==> config.mk <==
export PLATFORM = sky130hd
export DESIGN_NAME = fdc_host_control_glue
export DESIGN_NICKNAME = d
export VERILOG_FILES = /design/src/verilog/fdc_glue_pkg.sv /design/src/verilog/crc16_unit.sv /design/src/verilog/fdc_host_control_glue.sv
export VERILOG_INCLUDE_DIRS = /design/src /design/src/verilog
export SDC_FILE = /design/constraint.sdc
export NUM_CORES = 1
export LEC_CHECK = 0
export ABC_AREA = 1
export CAP_MARGIN = 40
export CORE_MARGIN = 5
export CORE_UTILIZATION = 45
export DETAILED_ROUTE_END_ITERATION = 8
export DONT_BUFFER_PORTS = 1
export MAX_ROUTING_LAYER = met4
export PLACE_DENSITY = 0.66
export RECOVER_POWER = 25
export SLEW_MARGIN = 20
export SYNTH_ARGS = -nofsm -noshare
export SYNTH_HDL_FRONTEND = slang
export SYNTH_SLANG_ARGS = --single-unit
==> constraint.sdc <==
create_clock -name ref_clk -period 10.8 [get_ports ref_clk]
set_clock_uncertainty 0.2 [all_clocks]
set_input_delay 2.16 -clock ref_clk [delete_from_list [all_inputs] [get_ports ref_clk]]
set_output_delay 2.16 -clock ref_clk [all_outputs]
set_load 0.01 [all_outputs]
==> src/verilog/fdc_glue_defines.svh <==
// Register offsets, field positions, reset values and timing constants
`ifndef FDC_GLUE_DEFINES_SVH
`define FDC_GLUE_DEFINES_SVH

`define OFS_CTRL0          3'h2
`define OFS_STATUS_CTRL1   3'h4
`define OFS_DATA           3'h5
`define OFS_RATE_DIR       3'h7

`define CTRL0_CORE_RUN_BIT 2
`define CTRL0_REQ_EN_BIT   3
`define CTRL0_RESET        8'h00
`define CTRL1_STANDBY_BIT  0
`define CTRL1_AUX_LO_BIT   4
`define CTRL1_AUX_HI_BIT   6
`define CTRL1_RESET        8'h00
`define RATE_RESET         2'h0
`define DIR_DSKCHG_BIT     7
`define STAT_RQM_BIT       7
`define STAT_BUSY_BIT      4
`define STAT_FMREF_BIT     1
`define STAT_BADCMD_BIT    0

`define RATE_CODE_500K     2'h0
`define RATE_CODE_ALT      2'h1
`define RATE_CODE_250K     2'h2
`define RATE_CODE_1M       2'h3

`define REF_CLK_KHZ        16'h9C40
`define CORE_KHZ_8M        16'h1F40
`define CORE_KHZ_4M        16'h0FA0
`define CORE_KHZ_16M       16'h3E80
`define CORE_KHZ_4M8       16'h12C0
`define BIT_KHZ_1M         16'h03E8
`define BIT_KHZ_500K       16'h01F4
`define BIT_KHZ_300K       16'h012C
`define BIT_KHZ_250K       16'h00FA
`define BIT_KHZ_125K       16'h007D

`define OPC_MASK           8'h1F
`define OPC_SPECIFY        8'h03
`define OPC_SENSE_INT      8'h08
`define OPC_SCAN_EQ        8'h11
`define OPC_SCAN_LE        8'h19
`define OPC_SCAN_HE        8'h1D
`define ST0_READY_CHG      2'h3

`define CRC_POLY           16'h1021
`define CRC_INIT           16'hFFFF
`define NUM_DRIVES         4

`endif

==> src/verilog/fdc_glue_pkg.sv <==
// Types shared by the controller glue
package fdc_glue_pkg;

    typedef enum logic [1:0] {
        CMD_IDLE,
        CMD_SPEC_STEP,
        CMD_SPEC_HEAD
    } cmd_state_t;

    typedef struct packed {
        logic [15:0] coreKhz;
        logic [15:0] bitKhz;
        logic        valid;
        logic        fmOk;
    } rate_info_t;

    typedef struct packed {
        logic ackN;
        logic mode;
        logic xtal24;
        logic idsel;
        logic dskChgN;
        logic readyN;
    } pin_set_t;

endpackage : fdc_glue_pkg

==> src/verilog/crc16_unit.sv <==
// Bit-serial CRC generator and checker for recorded fields
`timescale 1ns/10ps
`default_nettype none
`include "fdc_glue_defines.svh"

module crc16_unit (
    input  wire logic        ref_clk,
    input  wire logic        rst_n,
    input  wire logic        init,
    input  wire logic        bitValid,
    input  wire logic        bitIn,
    output logic [15:0]      crc
);
    logic [15:0] crc_r;
    logic [15:0] crc_nxt;

    function automatic logic [15:0] crcStep(input logic [15:0] c,
                                            input logic b);
        logic fb;
        fb = c[15] ^ b;
        crcStep = {c[14:0], 1'b0} ^ (fb ? `CRC_POLY : 16'h0000);
    endfunction : crcStep

    always_comb begin
        crc_nxt = crc_r;
        if (init) begin
            crc_nxt = `CRC_INIT;
        end else if (bitValid) begin
            crc_nxt = crcStep(crc_r, bitIn);
        end
    end

    always_ff @(posedge ref_clk) begin
        if (!rst_n) begin
            crc_r <= `CRC_INIT;
        end else begin
            crc_r <= crc_nxt;
        end
    end

    assign crc = crc_r;
endmodule : crc16_unit
`default_nettype wire

==> src/verilog/fdc_host_control_glue.sv <==
// Host-side control glue around the embedded disk controller core
//
// Behaviour
// - DMA request drops on a bare acknowledge, with no read or write strobe.
// - Normal rate codes 00/10/11: 8/4/16MHz, 500K/250K/1M; 01 undefined.
// - FM runs at 125Kbps on standard and mini settings, never at 1Mbps.
// - 24MHz clock, mode pin high: 00 500K, 01 300K, 10 250K, 11 undefined.
// - At 300Kbps only MFM recording is offered.
// - After core reset ready flag clears; with drive ready asserted, one poll pass raises four causes.
// - Standby follows only the standby request bit of the second register.
// - The three scan commands are not implemented.
// - Timing setup uses only step interval; head load fields are ignored.
// - Bit D2 of first register holds core in reset; resets to zero.
// - Rate field resets to the standard floppy setting.
// - Auxiliary pins mirror their bits in the second register.
// - CRC uses polynomial x^16 + x^12 + x^5 + 1.
// - First register: digital output; fourth: rate on write, input on read.
// - Output-enable bit low forces DMA and interrupt requests inactive.
`timescale 1ns/10ps
`default_nettype none
`include "fdc_glue_defines.svh"

module fdc_host_control_glue (
    input  wire logic        ref_clk,
    input  wire logic        rst_n,
    input  wire logic [2:0]  regAddr,
    input  wire logic [7:0]  regWrData,
    input  wire logic        regWr,
    input  wire logic        regRd,
    output logic [7:0]       regRdData,
    input  wire logic        dma_acknowledge_n,
    input  wire logic        modePin,
    input  wire logic        crystalIs24,
    input  wire logic        idselPin,
    input  wire logic        diskChangeN,
    input  wire logic        driveReadyN,
    input  wire logic        coreDmaReq,
    input  wire logic        coreFmSel,
    input  wire logic        coreBit,
    input  wire logic        coreBitValid,
    input  wire logic        crcInit,
    output logic             coreResetN,
    output logic             coreClkEn,
    output logic             bitRateEn,
    output logic             standbyOut,
    output logic             aux_output_upper,
    output logic             aux_output_lower,
    output logic             request_output_enable,
    output logic             dma_request_out,
    output logic             dmaRequestOe,
    output logic             interrupt_request_out,
    output logic             interruptRequestOe,
    output logic [3:0]       stepInterval,
    output logic             driveReady,
    output logic [15:0]      crcValue
);
    fdc_glue_pkg::pin_set_t   pinMeta_r, pinSync_r, pinRaw;
    fdc_glue_pkg::rate_info_t rateInfo, rateBase;
    fdc_glue_pkg::cmd_state_t cmdState_r, cmdState_nxt;

    logic [7:0]  digital_output_reg_r, digital_output_reg_nxt;
    logic [7:0]  ctrl1_r, ctrl1_nxt;
    logic [1:0]  rateSel_r, rateSel_nxt;
    logic [7:0]  rdData_r, rdData_nxt;
    logic [7:0]  result_r, result_nxt;
    logic [3:0]  step_r, step_nxt;
    logic        badCmd_r, badCmd_nxt;
    logic        dmaReq_r, dmaReq_nxt;
    logic [15:0] coreAcc_r, coreAcc_nxt, bitAcc_r, bitAcc_nxt;
    logic        coreEn_r, coreEn_nxt, bitEn_r, bitEn_nxt;
    logic        readyFlag_r, readyFlag_nxt;
    logic        polling_r, polling_nxt;
    logic [1:0]  pollDrv_r, pollDrv_nxt;
    logic [3:0]  cause_r, cause_nxt;
    logic        coreRun, altMode, wrData, opcSense, fmRefused;

    // Rate lookup used by both clock enables
    function automatic fdc_glue_pkg::rate_info_t rateLookup(
        input logic [1:0] code, input logic alt, input logic fm);
        fdc_glue_pkg::rate_info_t r;
        r = '0;
        unique case (code)
            `RATE_CODE_500K: begin
                r = {`CORE_KHZ_8M, `BIT_KHZ_500K, 1'b1, 1'b1};
            end
            `RATE_CODE_ALT: begin
                if (alt) begin
                    r = {`CORE_KHZ_4M8, `BIT_KHZ_300K, 1'b1, 1'b0};
                end
            end
            `RATE_CODE_250K: begin
                r = {`CORE_KHZ_4M, `BIT_KHZ_250K, 1'b1, 1'b1};
            end
            `RATE_CODE_1M: begin
                if (!alt) begin
                    r = {`CORE_KHZ_16M, `BIT_KHZ_1M, 1'b1, 1'b0};
                end
            end
        endcase
        if (fm && r.fmOk) begin
            r.bitKhz = `BIT_KHZ_125K;
        end
        if (fm && !r.fmOk) begin
            r.valid = 1'b0;
        end
        return r;
    endfunction : rateLookup

    // Fractional divider step: pulse when accumulated rate passes ref clock
    function automatic logic [16:0] accStep(input logic [15:0] acc,
                                            input logic [15:0] khz);
        logic [16:0] sum;
        sum = {1'b0, acc} + {1'b0, khz};
        if (sum >= {1'b0, `REF_CLK_KHZ}) begin
            accStep = {1'b1, 16'(sum - {1'b0, `REF_CLK_KHZ})};
        end else begin
            accStep = {1'b0, sum[15:0]};
        end
    endfunction : accStep

    assign pinRaw = '{ackN: dma_acknowledge_n, mode: modePin,
                      xtal24: crystalIs24, idsel: idselPin,
                      dskChgN: diskChangeN, readyN: driveReadyN};

    always_ff @(posedge ref_clk) begin
        if (!rst_n) begin
            pinMeta_r <= '1;
            pinSync_r <= '1;
        end else begin
            pinMeta_r <= pinRaw;
            pinSync_r <= pinMeta_r;
        end
    end

    assign coreRun  = digital_output_reg_r[`CTRL0_CORE_RUN_BIT];
    assign altMode  = pinSync_r.mode && pinSync_r.xtal24;
    assign wrData   = regWr && (regAddr == `OFS_DATA);
    assign opcSense = (regWrData & `OPC_MASK) == `OPC_SENSE_INT;
    assign rateInfo = rateLookup(rateSel_r, altMode, coreFmSel);
    assign rateBase = rateLookup(rateSel_r, altMode, 1'b0);
    assign fmRefused = coreFmSel && !rateBase.fmOk;

    // Register file and command decode
    always_comb begin
        digital_output_reg_nxt = digital_output_reg_r;
        ctrl1_nxt    = ctrl1_r;
        rateSel_nxt  = rateSel_r;
        cmdState_nxt = cmdState_r;
        step_nxt     = step_r;
        badCmd_nxt   = badCmd_r;
        rdData_nxt   = 8'h00;
        if (regWr) begin
            unique case (regAddr)
                `OFS_CTRL0:        digital_output_reg_nxt = regWrData;
                `OFS_STATUS_CTRL1: ctrl1_nxt = regWrData;
                `OFS_RATE_DIR:     rateSel_nxt = regWrData[1:0];
                default: ;
            endcase
        end
        if (wrData && coreRun) begin
            unique case (cmdState_r)
                fdc_glue_pkg::CMD_IDLE: begin
                    badCmd_nxt = 1'b0;
                    if ((regWrData & `OPC_MASK) == `OPC_SCAN_EQ ||
                        (regWrData & `OPC_MASK) == `OPC_SCAN_LE ||
                        (regWrData & `OPC_MASK) == `OPC_SCAN_HE) begin
                        badCmd_nxt = 1'b1;
                    end else if ((regWrData & `OPC_MASK) == `OPC_SPECIFY) begin
                        cmdState_nxt = fdc_glue_pkg::CMD_SPEC_STEP;
                    end
                end
                fdc_glue_pkg::CMD_SPEC_STEP: begin
                    step_nxt     = regWrData[7:4];
                    cmdState_nxt = fdc_glue_pkg::CMD_SPEC_HEAD;
                end
                fdc_glue_pkg::CMD_SPEC_HEAD: begin
                    cmdState_nxt = fdc_glue_pkg::CMD_IDLE;
                end
            endcase
        end
        if (!coreRun) begin
            cmdState_nxt = fdc_glue_pkg::CMD_IDLE;
        end
        if (regRd) begin
            unique case (regAddr)
                `OFS_CTRL0:        rdData_nxt = digital_output_reg_r;
                `OFS_STATUS_CTRL1: rdData_nxt = {coreRun, 2'b00,
                    cmdState_r != fdc_glue_pkg::CMD_IDLE, 2'b00,
                    fmRefused, badCmd_r};
                `OFS_DATA:         rdData_nxt = result_r;
                `OFS_RATE_DIR:     rdData_nxt = {!pinSync_r.dskChgN, 7'h00};
                default:           rdData_nxt = 8'h00;
            endcase
        end
    end

    always_ff @(posedge ref_clk) begin
        if (!rst_n) begin
            digital_output_reg_r <= `CTRL0_RESET;
            ctrl1_r    <= `CTRL1_RESET;
            rateSel_r  <= `RATE_RESET;
            cmdState_r <= fdc_glue_pkg::CMD_IDLE;
            step_r     <= 4'h0;
            badCmd_r   <= 1'b0;
            rdData_r   <= 8'h00;
        end else begin
            digital_output_reg_r <= digital_output_reg_nxt;
            ctrl1_r    <= ctrl1_nxt;
            rateSel_r  <= rateSel_nxt;
            cmdState_r <= cmdState_nxt;
            step_r     <= step_nxt;
            badCmd_r   <= badCmd_nxt;
            rdData_r   <= rdData_nxt;
        end
    end

    // Clock enables; standby stops both, as the core clock must halt
    always_comb begin
        coreAcc_nxt = 16'h0000;
        bitAcc_nxt  = 16'h0000;
        coreEn_nxt  = 1'b0;
        bitEn_nxt   = 1'b0;
        if (rateInfo.valid && !ctrl1_r[`CTRL1_STANDBY_BIT]) begin
            {coreEn_nxt, coreAcc_nxt} = accStep(coreAcc_r, rateInfo.coreKhz);
            {bitEn_nxt, bitAcc_nxt} = accStep(bitAcc_r, rateInfo.bitKhz);
        end
    end

    always_ff @(posedge ref_clk) begin
        if (!rst_n) begin
            coreAcc_r <= 16'h0000;
            bitAcc_r  <= 16'h0000;
            coreEn_r  <= 1'b0;
            bitEn_r   <= 1'b0;
        end else begin
            coreAcc_r <= coreAcc_nxt;
            bitAcc_r  <= bitAcc_nxt;
            coreEn_r  <= coreEn_nxt;
            bitEn_r   <= bitEn_nxt;
        end
    end

    // Ready polling, interrupt causes and DMA request
    always_comb begin
        readyFlag_nxt = readyFlag_r;
        polling_nxt   = polling_r;
        pollDrv_nxt   = pollDrv_r;
        cause_nxt     = cause_r;
        result_nxt    = result_r;
        dmaReq_nxt    = dmaReq_r;
        if (wrData && coreRun && opcSense &&
            cmdState_r == fdc_glue_pkg::CMD_IDLE) begin
            result_nxt = 8'h80;
            for (int i = `NUM_DRIVES - 1; i >= 0; i--) begin
                if (cause_r[i]) begin
                    result_nxt = {`ST0_READY_CHG, 4'h0, 2'(i)};
                end
            end
            // Lowest pending cause answers first
            cause_nxt = cause_r & (cause_r - 4'h1);
        end
        if (polling_r && coreEn_r) begin
            if (!pinSync_r.readyN != readyFlag_r) begin
                cause_nxt[pollDrv_r] = 1'b1;
            end
            pollDrv_nxt = pollDrv_r + 2'h1;
            if (pollDrv_r == 2'(`NUM_DRIVES - 1)) begin
                polling_nxt   = 1'b0;
                readyFlag_nxt = !pinSync_r.readyN;
            end
        end
        if (coreDmaReq && coreRun) begin
            dmaReq_nxt = 1'b1;
        end
        if (!pinSync_r.ackN) begin
            dmaReq_nxt = 1'b0;
        end
        if (!coreRun) begin
            readyFlag_nxt = 1'b0;
            polling_nxt   = 1'b1;
            pollDrv_nxt   = 2'h0;
            cause_nxt     = 4'h0;
            dmaReq_nxt    = 1'b0;
        end
    end

    always_ff @(posedge ref_clk) begin
        if (!rst_n) begin
            readyFlag_r <= 1'b0;
            polling_r   <= 1'b1;
            pollDrv_r   <= 2'h0;
            cause_r     <= 4'h0;
            result_r    <= 8'h00;
            dmaReq_r    <= 1'b0;
        end else begin
            readyFlag_r <= readyFlag_nxt;
            polling_r   <= polling_nxt;
            pollDrv_r   <= pollDrv_nxt;
            cause_r     <= cause_nxt;
            result_r    <= result_nxt;
            dmaReq_r    <= dmaReq_nxt;
        end
    end

    crc16_unit crcUnit (
        .ref_clk  (ref_clk),
        .rst_n    (rst_n),
        .init     (crcInit),
        .bitValid (coreBitValid && bitEn_r),
        .bitIn    (coreBit),
        .crc      (crcValue)
    );

    assign regRdData  = rdData_r;
    assign coreResetN = coreRun;
    assign coreClkEn  = coreEn_r;
    assign bitRateEn  = bitEn_r;
    assign stepInterval = step_r;
    assign driveReady = readyFlag_r;
    assign standbyOut = ctrl1_r[`CTRL1_STANDBY_BIT];
    assign aux_output_upper = ctrl1_r[`CTRL1_AUX_HI_BIT];
    assign aux_output_lower = ctrl1_r[`CTRL1_AUX_LO_BIT];
    assign request_output_enable = digital_output_reg_r[`CTRL0_REQ_EN_BIT];
    assign dma_request_out = dmaReq_r && request_output_enable;
    assign interrupt_request_out = (|cause_r) && request_output_enable;
    assign dmaRequestOe = request_output_enable || pinSync_r.idsel;
    assign interruptRequestOe = request_output_enable || pinSync_r.idsel;
endmodule : fdc_host_control_glue
`default_nettype wire

==> run summary <==
Final setup TNS - 0 ns
First-pass GRT wire length - 21,600 um
WL/cell - 13.2 um
Core Area - 12,100 um2
Hpwl dp - 9980 um
NetSw - 513 uW
TritonCTS clock tree - done
Nets - 852
Root Driver - clkbuf_16
Synth cell types - 45
RSZ-0062 raised after global routing - no
Worst-case vdd ir drop - 100 uV
CTS resizes - 0
Synth async-reset ratio - 0
Placer Congestion - 0.960
Clock sinks - 98
Power share of the sequential group - 0.301
WHS - 0.210 ns
Layout cells sized above 1 - 0.106
Rows - 40
Clk_lat worst skew - 0.34 ns
Syn Nets - 854
Dpl ws - 5.28 ns
Internal - 849 uW
Combinational power share - 0.417
Max-Cap Viols - 0
CTS Buf Count - 9
Number of global-route vias before repair - 4,496
Fin crit share - 0.484
Layout Cells excl Fill - 967
DR WL met3 - 651 um
Antenna cell count - 0
Gate Count Post-Synth - 797
Top Metal Used - met4
Worst setup EP type - flop
GRT Resource Usage Total - 0.185
Pin count of the biggest net entering global routing - 25
Fin. max-slew vios - 0
Mapped Area - 5580 um2
Final setup fails - 0
Max_slew headroom - 0.405
M1 WL - 5980 um
Postcts setup bufs - 0
Grt total ovfl - 0
Mean Syn Cell Area - 7.00 um2
Initial antenna violation count - 0
Fmax - 0.191 GHz
Iteration-0 DRC Markers - 263
Seq/Total Area, Yosys - 0.352
Die area - 14,700 um2
DRC - 0
Routed WL - 12,800 um
Measured slew at the worst slew-check pin - 0.892 ns
Hold WC Path Type - reg2reg
DRT antenna net count - 0
IO buf count - 0
CP Launch Type - input port
P&R area growth vs syn - 8.59%
Static Leak - 0.00285 uW
Cts hold-fix bufs - 0
Routed vias/inst - 4.98
Crit Path Max Fanout - 12
WP data arrival - 5.22 ns
Clock Path Buffers - 2
Yosys reg bits - 98
CTS H-Tree Depth - 3
Clock-pin transition on the worst setup and hold timing paths - 0.06 ns
Period minus WS final - 5.23 ns
DP Cell Count - 952
Clock power share - 0.282
Initial Util - 0.463
Final worst slack - 5.57 ns
WS Path Type - in2reg
Pwr dens - 225 nW/um2
Yosys warnings - 0
Synth Flop Type - dfxtp_1
Worst Path Required - 10.80 ns
DIE HEIGHT - 121 um
DIE WIDTH - 121 um
Run status - finished, final reports clean
First drt pass iteration count - 7
Met2 WL - 5890 um
Post-synth EDFFs - 0
Switch share - 0.376
DR vias - 4,816
Fin. Hold Viols - 0
IO Pins - 66
[kinds of logic after synthesis]
family / Yosys count / share of synthesized area
xor gates and xnor gates: 23 / 0.0401
AOI/OAI and AO/OA: 96 / 0.101
buffers and inverters: 138 / 0.0993
DFF: 98 / 0.352
adders and majority gates: 31 / 0.0722
and+or+nand+nor: 411 / 0.336
[cells in the mapped netlist, types with 3 or more instances]
cell type    n  area (um2)
nand2_2     20         125
a21oi_2     11        96.3
nand3_2      7        70.1
nand3_1     74         370
o21ai_0     23         115
inv_2        5        18.8
buf_4        3        22.5
nand3b_1     6        45.0
o211ai_1     3        22.5
xor2_1      13         114
nor2_1      60         225
a21oi_1     48         240
xnor2_1      7        61.3
ha_1        29         363
inv_1      118         443
clkbuf_1     8        30.0
nand4_1      6        37.5
or2_2       16         100
nor3_1      10        50.1
dfxtp_1     98        1960
nand2_1    200         751
[final timing paths]
kind,depth (start not counted),end,slack (ns),startpoint
worst max-delay path,24,bitAcc_r[8]$_SDFF_PN0_,5.57,coreFmSel
worst min-delay path,1,pinSync_r[4]$_SDFF_PN1_,0.21,pinMeta_r[4]$_SDFF_PN1_
worst max register to register,22,bitAcc_r[8]$_SDFF_PN0_,6.83,rateSel_r[0]$_SDFFE_PN0P_
worst min register to register,1,pinSync_r[4]$_SDFF_PN1_,0.21,pinMeta_r[4]$_SDFF_PN1_
[placed cells by master, fill, tap and decap left out, types with 16 or more instances in the layout]
master	netlist	layout
ha_1	29	29
or2_2	16	16
a21oi_1	48	48
nor2_1	60	60
nand2_1	200	200
inv_1	118	118
dfxtp_1	98	98
o21ai_0	23	23
nand3_1	74	74
nand2_2	20	20
[critical path, cell delays in order]
cell and delay (ns):
inv_1 0.02, nor2_1 0.19, ha_1 0.26, inv_1 0.07
fa_1 0.40, inv_1 0.11, nand2_1 0.05, nand2_1 0.09
nand3_1 0.10, nand2_1 0.09, nand2_1 0.05, nand2_1 0.14
inv_1 0.08, ha_1 0.19, nand3_1 0.08, nor2_1 0.05
nand3_1 0.09, nor2_1 0.05, nand2_1 0.06, nor2_1 0.05
a21oi_2 0.44, nand2_2 0.24, nand2_1 0.12, a21oi_1 0.06
[stage by stage]
| step | cell area (um2) | total power [uW] | util |
|---|---|---|---|
| 2_1_floorplan | 5580 | 888 | - |
| 3_3_place_gp | 5700 | 975 | 0.472 |
| 3_5_place_dp | 5720 | 981 | 0.474 |
| 4_1_cts | 6080 | 1370 | 0.504 |
| 5_1_grt | 6060 | 1460 | 0.502 |
| 6_report | 6060 | 1360 | 0.502 |
[per-layer routing]
metal,up-vias,global-route usage
met1,2179,0.237
li1,2522,-
met3,19,0.0396
met2,96,0.287
met5,-,-
met4,0,0.0665
[power groups by stage]
stage,sequential [uW],clock (uW),combinational [uW]
5_1_grt,412,408,642
3_5_place_dp,417,0,564
3_3_place_gp,418,0,558
6_report,409,384,568
4_1_cts,409,391,569
2_1_floorplan,411,0,477
[layout make-up]
class / count / area, um2
Clock inverter: 5 / 128
Fill cell: 1224 / 6000
Inverter: 123 / 462
Timing Repair Buffer: 2 / 11.3
Multi-Input combinational cell: 561 / 3060
Clock buffer: 10 / 229
Sequential cell: 98 / 1960
Tap cell: 168 / 210
[registers in the layout, indices dropped and copies added (netlist names)]
signal	count
bitRateEn	1
stepInterval	4
coreAcc_r	11
pollDrv_r	2
polling_r	1
digital_output_reg_r	8
dmaReq_r	1
pinMeta_r	6
coreClkEn	1
rateSel_r	2
badCmd_r	1
regRdData	8
bitAcc_r	16
driveReady	1
ctrl1_r	3
result_r	4
cause_r	4
crcUnit.crc	16
cmdState_r	2
pinSync_r	6
No activity file was read; power rests on OpenSTA's default activity.
